**config.mk**
```make
export PLATFORM = sky130hd
export DESIGN_NAME = rtcp_host_port
export DESIGN_NICKNAME = d
export VERILOG_FILES = /design/src/hw/rtcp_pkg.sv /design/src/hw/rtcp_host_port.sv /design/src/hw/rtcp_sync.sv /design/src/hw/rtcp_power.sv
export VERILOG_INCLUDE_DIRS = /design/src /design/src/hw
export SDC_FILE = /design/constraint.sdc
export NUM_CORES = 1
export LEC_CHECK = 0
export ABC_CLOCK_PERIOD_IN_PS = 1700
export BUFFER_PORTS_ARGS = -buffer_cell sky130_fd_sc_hd__clkbuf_2
export CORE_MARGIN = 5
export CORE_UTILIZATION = 52
export CTS_CLUSTER_DIAMETER = 200
export DETAILED_ROUTE_END_ITERATION = 16
export PLACE_DENSITY = 0.78
export SLEW_MARGIN = 40
export SYNTH_ARGS = -nofsm -noshare
export SYNTH_HDL_FRONTEND = slang
export SYNTH_SLANG_ARGS = --single-unit
```
**constraint.sdc**
```tcl
create_clock -name CLK -period 1.7 [get_ports CLK]
set_input_delay 0.085 -clock CLK [delete_from_list [all_inputs] [get_ports CLK]]
set_output_delay 0.085 -clock CLK [all_outputs]
set_load 0.02 [all_outputs]
```
**src/hw/rtcp_defs.svh**
```systemverilog
`ifndef RTCP_DEFS_SVH
`define RTCP_DEFS_SVH

// ----------------------------------------
// Widths
// ----------------------------------------
`define RTCP_AD_WIDTH 8
`define RTCP_IRQ_WIDTH 8
`define RTCP_SYNC_WIDTH 14

// ----------------------------------------
// Positions inside the synchronised pin vector
// ----------------------------------------
`define RTCP_SYNC_AD_LSB 0
`define RTCP_SYNC_AD_MSB 7
`define RTCP_SYNC_CS_N 8
`define RTCP_SYNC_ALE 9
`define RTCP_SYNC_WR_N 10
`define RTCP_SYNC_RD_N 11
`define RTCP_SYNC_KEY_N 12
`define RTCP_SYNC_SUPPLY 13

// ----------------------------------------
// Reset values
// ----------------------------------------
`define RTCP_SYNC_RESET 14'h3d00
`define RTCP_ADDR_RESET 8'h00
`define RTCP_DATA_RESET 8'h00
`define RTCP_OE_OFF 1'b1
`define RTCP_OE_ON 1'b0
`define RTCP_PWR_OFF_N 1'b1

`endif

```
**src/hw/rtcp_pkg.sv**
```systemverilog
`include "rtcp_defs.svh"

package rtcp_pkg;

	// ----------------------------------------
	// Bus cycle states
	// ----------------------------------------
	typedef enum logic [1:0] {
		RTCP_IDLE,
		RTCP_READ,
		RTCP_WRITE,
		RTCP_ABORT
	} rtcp_bus_state_type;

	typedef logic [`RTCP_AD_WIDTH-1:0] rtcp_byte_type;
	typedef logic [`RTCP_IRQ_WIDTH-1:0] rtcp_irq_vec_type;

	// ----------------------------------------
	// Register state of the bus port
	// ----------------------------------------
	typedef struct packed {
		rtcp_bus_state_type state;
		logic ale_d;
		logic rd_n_d;
		logic wr_n_d;
		rtcp_byte_type addr;
		rtcp_byte_type wdata;
		rtcp_byte_type ad_out;
		logic ad_oe_n;
		rtcp_byte_type reg_addr;
		rtcp_byte_type reg_wdata;
		logic reg_we;
		logic reg_re;
		logic addr_latched;
		logic cs_violation;
		logic irq_out;
		logic irq_oe_n;
	} rtcp_port_state_type;

	// ----------------------------------------
	// Register state of the power control
	// ----------------------------------------
	typedef struct packed {
		logic key_n_d;
		logic held_on;
		logic power_n;
		logic key_irq;
	} rtcp_power_state_type;

endpackage : rtcp_pkg

```
**src/hw/rtcp_host_port.sv**
```systemverilog
// What this block does
// - Address latches without select, no transfer
// - Address captured on address strobe falling edge
// - Write strobe low interval stores bus data
// - Bus driven with read data during read
// - Interrupt low while enabled flag set
// - Interrupt undriven when nothing enabled pending
// - Supply absent: kickstart or wake powers on
// - Supply present: power output follows software; a kickstart or wake hold keeps it on until software asserts
// - Supply absent: key falling edge requests power if auxiliary battery enabled
// - Supply present: key acts as interrupt
// - Read ends, bus released when strobe rises
`timescale 1ns/1ps
`include "rtcp_defs.svh"

module rtcp_host_port (
	input wire logic CLK,
	input wire logic RST,
	input wire logic CS_N,
	input wire logic ALE,
	input wire logic WR_N,
	input wire logic RD_N,
	input wire rtcp_pkg::rtcp_byte_type ADDR_DATA_BUS_I,
	output rtcp_pkg::rtcp_byte_type ADDR_DATA_BUS_O,
	output logic ADDR_DATA_BUS_OE_N,
	output rtcp_pkg::rtcp_byte_type REG_ADDR,
	output rtcp_pkg::rtcp_byte_type REG_WDATA,
	output logic REG_WE,
	output logic REG_RE,
	input wire rtcp_pkg::rtcp_byte_type REG_RDATA,
	output logic ADDR_LATCHED,
	output logic CS_VIOLATION,
	input wire rtcp_pkg::rtcp_irq_vec_type IRQ_FLAGS,
	input wire rtcp_pkg::rtcp_irq_vec_type IRQ_ENABLES,
	output logic IRQ_O,
	output logic IRQ_OE_N,
	input wire logic MAIN_SUPPLY_OK,
	input wire logic WAKE_KEY_N,
	input wire logic WAKE_IRQ,
	input wire logic AUX_BATTERY_ENABLE,
	input wire logic SW_POWER_ON,
	output logic POWER_ON_REQUEST_N,
	output logic WAKE_KEY_IRQ
);
	import rtcp_pkg::*;

	// ----------------------------------------
	// Pin synchronisers
	// ----------------------------------------
	logic [`RTCP_SYNC_WIDTH-1:0] pins_async;
	logic [`RTCP_SYNC_WIDTH-1:0] pins_sync;

	assign pins_async = {MAIN_SUPPLY_OK, WAKE_KEY_N, RD_N, WR_N, ALE, CS_N, ADDR_DATA_BUS_I};

	rtcp_sync u_sync (
		.clk(CLK),
		.rst(RST),
		.async_in(pins_async),
		.sync_out(pins_sync)
	);

	logic cs_n_s;
	logic ale_s;
	logic wr_n_s;
	logic rd_n_s;
	logic key_n_s;
	logic supply_s;
	rtcp_byte_type ad_s;

	assign cs_n_s = pins_sync[`RTCP_SYNC_CS_N];
	assign ale_s = pins_sync[`RTCP_SYNC_ALE];
	assign wr_n_s = pins_sync[`RTCP_SYNC_WR_N];
	assign rd_n_s = pins_sync[`RTCP_SYNC_RD_N];
	assign key_n_s = pins_sync[`RTCP_SYNC_KEY_N];
	assign supply_s = pins_sync[`RTCP_SYNC_SUPPLY];
	assign ad_s = pins_sync[`RTCP_SYNC_AD_MSB:`RTCP_SYNC_AD_LSB];

	// ----------------------------------------
	// Power-on control and kickstart
	// ----------------------------------------
	rtcp_power u_power (
		.clk(CLK),
		.rst(RST),
		.supply_ok(supply_s),
		.wake_key_n(key_n_s),
		.wake_irq(WAKE_IRQ),
		.aux_battery_enable(AUX_BATTERY_ENABLE),
		.sw_power_on(SW_POWER_ON),
		.power_on_request_n(POWER_ON_REQUEST_N),
		.key_irq(WAKE_KEY_IRQ)
	);

	// ----------------------------------------
	// Helpers
	// ----------------------------------------
	function automatic logic fell(input logic prev, input logic now);
		fell = prev & ~now;
	endfunction : fell

	function automatic logic rose(input logic prev, input logic now);
		rose = ~prev & now;
	endfunction : rose

	// ----------------------------------------
	// Bus port state
	// ----------------------------------------
	rtcp_port_state_type s_reg;
	rtcp_port_state_type s_next;
	logic ale_fall;
	logic rd_fall;
	logic rd_rise;
	logic wr_fall;
	logic wr_rise;
	logic cs_on;
	logic irq_pending;

	always_comb begin
		s_next = s_reg;
		ale_fall = fell(s_reg.ale_d, ale_s);
		rd_fall = fell(s_reg.rd_n_d, rd_n_s);
		rd_rise = rose(s_reg.rd_n_d, rd_n_s);
		wr_fall = fell(s_reg.wr_n_d, wr_n_s);
		wr_rise = rose(s_reg.wr_n_d, wr_n_s);
		cs_on = ~cs_n_s;
		irq_pending = |(IRQ_FLAGS & IRQ_ENABLES);

		s_next.ale_d = ale_s;
		s_next.rd_n_d = rd_n_s;
		s_next.wr_n_d = wr_n_s;
		s_next.reg_we = 1'b0;
		s_next.reg_re = 1'b0;
		s_next.addr_latched = 1'b0;
		s_next.cs_violation = 1'b0;

		// Address is taken whether or not the chip is selected
		if (ale_fall) begin
			s_next.addr = ad_s;
			s_next.addr_latched = 1'b1;
		end

		case (s_reg.state)
			RTCP_IDLE: begin
				s_next.ad_oe_n = `RTCP_OE_OFF;
				if (rd_fall && cs_on) begin
					s_next.state = RTCP_READ;
					s_next.reg_addr = s_reg.addr;
					s_next.reg_re = 1'b1;
				end else if (wr_fall && cs_on) begin
					s_next.state = RTCP_WRITE;
					s_next.reg_addr = s_reg.addr;
					s_next.wdata = ad_s;
				end else if ((rd_fall || wr_fall) && !cs_on) begin
					s_next.cs_violation = 1'b1;
				end
			end
			RTCP_READ: begin
				if (rd_rise || !cs_on) begin
					// Release on strobe end; losing select also ends the cycle
					s_next.state = RTCP_IDLE;
					s_next.ad_oe_n = `RTCP_OE_OFF;
					s_next.cs_violation = !cs_on && !rd_rise;
				end else begin
					s_next.ad_out = REG_RDATA;
					s_next.ad_oe_n = `RTCP_OE_ON;
				end
			end
			RTCP_WRITE: begin
				if (!cs_on && !wr_rise) begin
					// Select dropped mid-strobe: the write is discarded
					s_next.state = RTCP_ABORT;
					s_next.cs_violation = 1'b1;
				end else if (wr_rise) begin
					s_next.state = RTCP_IDLE;
					s_next.reg_wdata = s_reg.wdata;
					s_next.reg_we = 1'b1;
				end else begin
					// Keep the latest sample so the late part of the pulse wins
					s_next.wdata = ad_s;
				end
			end
			RTCP_ABORT: begin
				if (wr_n_s) begin
					s_next.state = RTCP_IDLE;
				end
			end
			default: begin
				s_next.state = RTCP_IDLE;
				s_next.ad_oe_n = `RTCP_OE_OFF;
			end
		endcase

		// Open drain: the line is only ever pulled low
		s_next.irq_out = 1'b0;
		s_next.irq_oe_n = irq_pending ? `RTCP_OE_ON : `RTCP_OE_OFF;
	end

	always_ff @(posedge CLK) begin
		if (RST) begin
			s_reg <= '{
				state: RTCP_IDLE,
				ale_d: 1'b0,
				rd_n_d: 1'b1,
				wr_n_d: 1'b1,
				addr: `RTCP_ADDR_RESET,
				wdata: `RTCP_DATA_RESET,
				ad_out: `RTCP_DATA_RESET,
				ad_oe_n: `RTCP_OE_OFF,
				reg_addr: `RTCP_ADDR_RESET,
				reg_wdata: `RTCP_DATA_RESET,
				reg_we: 1'b0,
				reg_re: 1'b0,
				addr_latched: 1'b0,
				cs_violation: 1'b0,
				irq_out: 1'b0,
				irq_oe_n: `RTCP_OE_OFF
			};
		end else begin
			s_reg <= s_next;
		end
	end

	// ----------------------------------------
	// Outputs
	// ----------------------------------------
	assign ADDR_DATA_BUS_O = s_reg.ad_out;
	assign ADDR_DATA_BUS_OE_N = s_reg.ad_oe_n;
	assign REG_ADDR = s_reg.reg_addr;
	assign REG_WDATA = s_reg.reg_wdata;
	assign REG_WE = s_reg.reg_we;
	assign REG_RE = s_reg.reg_re;
	assign ADDR_LATCHED = s_reg.addr_latched;
	assign CS_VIOLATION = s_reg.cs_violation;
	assign IRQ_O = s_reg.irq_out;
	assign IRQ_OE_N = s_reg.irq_oe_n;

endmodule : rtcp_host_port

```
**src/hw/rtcp_sync.sv**
```systemverilog
`timescale 1ns/1ps
`include "rtcp_defs.svh"

module rtcp_sync (
	input wire logic clk,
	input wire logic rst,
	input wire logic [`RTCP_SYNC_WIDTH-1:0] async_in,
	output logic [`RTCP_SYNC_WIDTH-1:0] sync_out
);
	import rtcp_pkg::*;

	logic [`RTCP_SYNC_WIDTH-1:0] meta_reg;

	// Idle levels at reset keep strobes inactive until the pins are seen
	always_ff @(posedge clk) begin
		if (rst) begin
			meta_reg <= `RTCP_SYNC_RESET;
			sync_out <= `RTCP_SYNC_RESET;
		end else begin
			meta_reg <= async_in;
			sync_out <= meta_reg;
		end
	end

endmodule : rtcp_sync

```
**src/hw/rtcp_power.sv**
```systemverilog
`timescale 1ns/1ps
`include "rtcp_defs.svh"

module rtcp_power (
	input wire logic clk,
	input wire logic rst,
	input wire logic supply_ok,
	input wire logic wake_key_n,
	input wire logic wake_irq,
	input wire logic aux_battery_enable,
	input wire logic sw_power_on,
	output logic power_on_request_n,
	output logic key_irq
);
	import rtcp_pkg::*;

	rtcp_power_state_type s_reg;
	rtcp_power_state_type s_next;
	logic key_fall;

	always_comb begin
		s_next = s_reg;
		key_fall = s_reg.key_n_d & ~wake_key_n;
		s_next.key_n_d = wake_key_n;
		s_next.key_irq = 1'b0;
		if (!supply_ok) begin
			// Kickstart needs the auxiliary battery enabled by software
			if ((key_fall && aux_battery_enable) || wake_irq) begin
				s_next.held_on = 1'b1;
			end
			s_next.power_n = ~s_next.held_on;
		end else begin
			// Hold power until software takes over, so the system does not drop
			if (sw_power_on) begin
				s_next.held_on = 1'b0;
			end
			s_next.power_n = ~(sw_power_on | s_reg.held_on);
			s_next.key_irq = key_fall;
		end
	end

	always_ff @(posedge clk) begin
		if (rst) begin
			s_reg <= '{key_n_d: 1'b1, held_on: 1'b0, power_n: `RTCP_PWR_OFF_N, key_irq: 1'b0};
		end else begin
			s_reg <= s_next;
		end
	end

	assign power_on_request_n = s_reg.power_n;
	assign key_irq = s_reg.key_irq;

endmodule : rtcp_power

```
==> flow_metrics.tcl <==
set metrics [dict create \
    start_util 0.5437 \
    root_buffer "clkbuf_8" \
    fin_tns_setup_ps 0 \
    die_w_um 86.58 \
    slowest_delay_ps 520 \
    min_period_over_period 0.8257 \
    hold_violations 0 \
    critPathTopFamily "flip-flops" \
    numCtsBuffers 9 \
    setup-violations-final 0 \
    cts_sinks 83 \
    insertedDiodeCount 0 \
    port_buffers 74 \
    finalPower_mw 3.791 \
    vias 2169 \
    slew_viol_final 0 \
    maxSlewHeadroom 0.6152 \
    yosys.area_share.adder 0 \
    grt_pass1_wl_um 9646 \
    netlist_area_um2 3049 \
    finalNonFillerCells 465 \
    worst-setup-path-type "flip-flop to flip-flop" \
    synth_edf_count 0 \
    yosys.area_share.xor_xnor 0 \
    synth-simple-area-share 0.1998 \
    clkLatencyLatePin_ps 350 \
    grtUsageTotal 0.1641 \
    async_reset_ff_frac 0 \
    cp_slowest_cell "dfxtp_1" \
    crit_buf_inv 2 \
    fin_util 0.6691 \
    ys_types 34 \
    synth_top_area_cell "dfxtp_1" \
    worst_setup_path_start_kind "flip-flop" \
    period_minus_slack_ps 1404 \
    cp.required_ps 1970 \
    viasPerCell 4.665 \
    reg2reg_slack_ps 300 \
    drive_above_1_share 0.2875 \
    cts_resized 0 \
    layout_setup_ws_ps 296.4 \
    synth_cells 315 \
    peakVddDrop_mv 0.5953 \
    cts_tree "done" \
    internal_power_mw 2.983 \
    dr.pass1.iters 4 \
    r2r_start "s_reg[51]" \
    dpl.cell_count 426 \
    area_growth_pct 23.06 \
    fin_worst_skew_ps 9.934 \
    synth_commonest_cells "dfxtp_1 (83), nand2_1 (54), buf_4 (26)" \
    rsz0062_at_grt "false" \
    top_level_ports 76 \
    comb_power_share 0.058 \
    drt-initial-drc-count 142 \
    syn-num-nets 358 \
    cap_violations 0 \
    yosys_warnings 0 \
    drc 0 \
    p_clk_frac 0.412 \
    ant_nets 0 \
    largest_reg_flops 21 \
    grt_max_degree 56 \
    arrival_ps 1670 \
    dpl-instance-area_um2 3296 \
    synth_compound_area_frac 0.08371 \
    worstPathMaxFanout 8 \
    synth_top_family_by_area "simple AND/OR/NAND/NOR gates" \
    rows 27 \
    place_congestion 0.8563 \
    hold_slack_ps 39.43 \
    wl_per_cell_um 12.06 \
    fillers 457 \
    final_net_count 431 \
    yosys.area.top_type_share 0.5449 \
    endpoint "s_reg[33]" \
    wirelength_um 5607 \
    worst_hold_path.num_cells 4 \
    worstMarginPinSlew_ps 576.5 \
    switchingPower_uw 807.5 \
    end_kind "flip-flop" \
    die_area_um2 7495 \
    clk_transition_reported_paths_ps 80 \
    synthMuxAreaShare 0.07879 \
    antenna_found_initial 0 \
    postSynthAreaPerCell_um2 9.680 \
    fin_area_um2 3752 \
    htree_levels 3 \
    clk_path_buf_depth 2 \
    grt_pass1_vias 2148 \
    critPathLaunch "s_reg[51]" \
    yosys-top-cells-area "dfxtp_1 (54%), mux2i_1 (7.9%), nand2_1 (6.6%)" \
    swShare 0.2130 \
    r2r-end "s_reg[33]" \
    outcome "complete, no violations" \
    crit_chain "buf_4 -> nand2_1 -> a21boi_1 -> buf_4 -> mux2i_1" \
    place_worst_setup_slack_ps 315.5 \
    leakagePower_nw 1.619 \
    max_freq_mhz 712.4 \
    place_hpwl_um 3812 \
    core_region_area_um2 5608 \
    yosysMostFrequentCell "dfxtp_1" \
    hold_path.class "input pin to flip-flop" \
    seq_area_frac_synth 0.5449 \
    synth_flop_cell "dfxtp_1" \
    die_y_um 86.58 \
    pwr_density_cell_nw_per_um2 1010 \
    rr_worst_depth 5 \
    path_depth 5 \
    cpMostUsedCell "buf_4" \
    overflow 0 \
    seqPwrFrac 0.530 \
    synth-seq-cells 83 \
]
-- layer usage --
layer  global-route usage  wire length (um)  vias to the layer above
met2               0.2719              2816                       46
met4              0.08924                89                        0
li1                     -                 -                     1139
met1               0.2010              2474                      976
met3              0.03042               226                        8
met5                    0                 0                        -
-- what timing repair did --
item	CTS	global route
hold endpoints to repair	23	0
hold buffers	23	0
buffers inserted	0	0
-- worst register-to-register path: stages (launching register included) --
cell      delay (ps)
dfxtp_1          520
buf_4            200
nand2_1           70
a21boi_1         130
buf_4            210
mux2i_1          200
-- power by group through the flow --
stage	logic, mW	registers [mW]	clock network [mW]
4_1_cts	0.221	2.01	1.59
3_3_place_gp	0.175	2.05	0
6_report	0.220	2.01	1.56
2_1_floorplan	0.102	2.05	0
5_1_grt	0.245	2.01	1.69
3_5_place_dp	0.179	2.05	0
-- area by class of cell --
class | count | area, um2 | share of cell area
flip-flops and latches | 83 | 1662 | 0.4428
multi-input cells | 188 | 1109 | 0.2954
repair buffers | 102 | 650.6 | 0.1734
clock buffers | 11 | 141.4 | 0.03768
well taps | 72 | 90.09 | 0.02401
clock inverters | 5 | 85.08 | 0.02267
inverters | 4 | 15.01 | 0.004001
-- placed cells by master (no fill, tap or decap), types with 2 or more instances in the layout --
master         Yosys  layout
dfxtp_1           83      83
clkbuf_2           0      74
nand2_1           54      54
mux2i_1           24      24
a21oi_1           23      23
dlygate4sd3_1      0      23
nor2b_1           22      22
nor2_1            22      22
or2_2             13      13
clkbuf_8           0      10
nand2b_1           5       5
a22oi_1            4       4
buf_4             26       4
inv_1              3       3
o21ai_0            3       3
nand3_1            2       2
bufinv_16          0       2
-- how the worst min path moves through the flow --
stage / from / end / slack (ps)
finish: AUX_BATTERY_ENABLE / u_power.power_on_request_n / 40
global route: AUX_BATTERY_ENABLE / u_power.power_on_request_n / 60
CTS: AUX_BATTERY_ENABLE / u_power.power_on_request_n / 20
floorplan: RST / u_power.power_on_request_n / 180
detailed placement: WAKE_KEY_N / u_sync.meta_reg[12] / 270
global placement: WAKE_KEY_N / u_sync.meta_reg[12] / 270
-- kinds of logic after synthesis --
group / count (synthesis)
and+or+nand+nor: 125
DFF: 83
other: 1
muxes: 24
buffers and inverters: 44
AOI/OAI and AO/OA: 38
No activity file was read; power rests on OpenSTA's default activity.
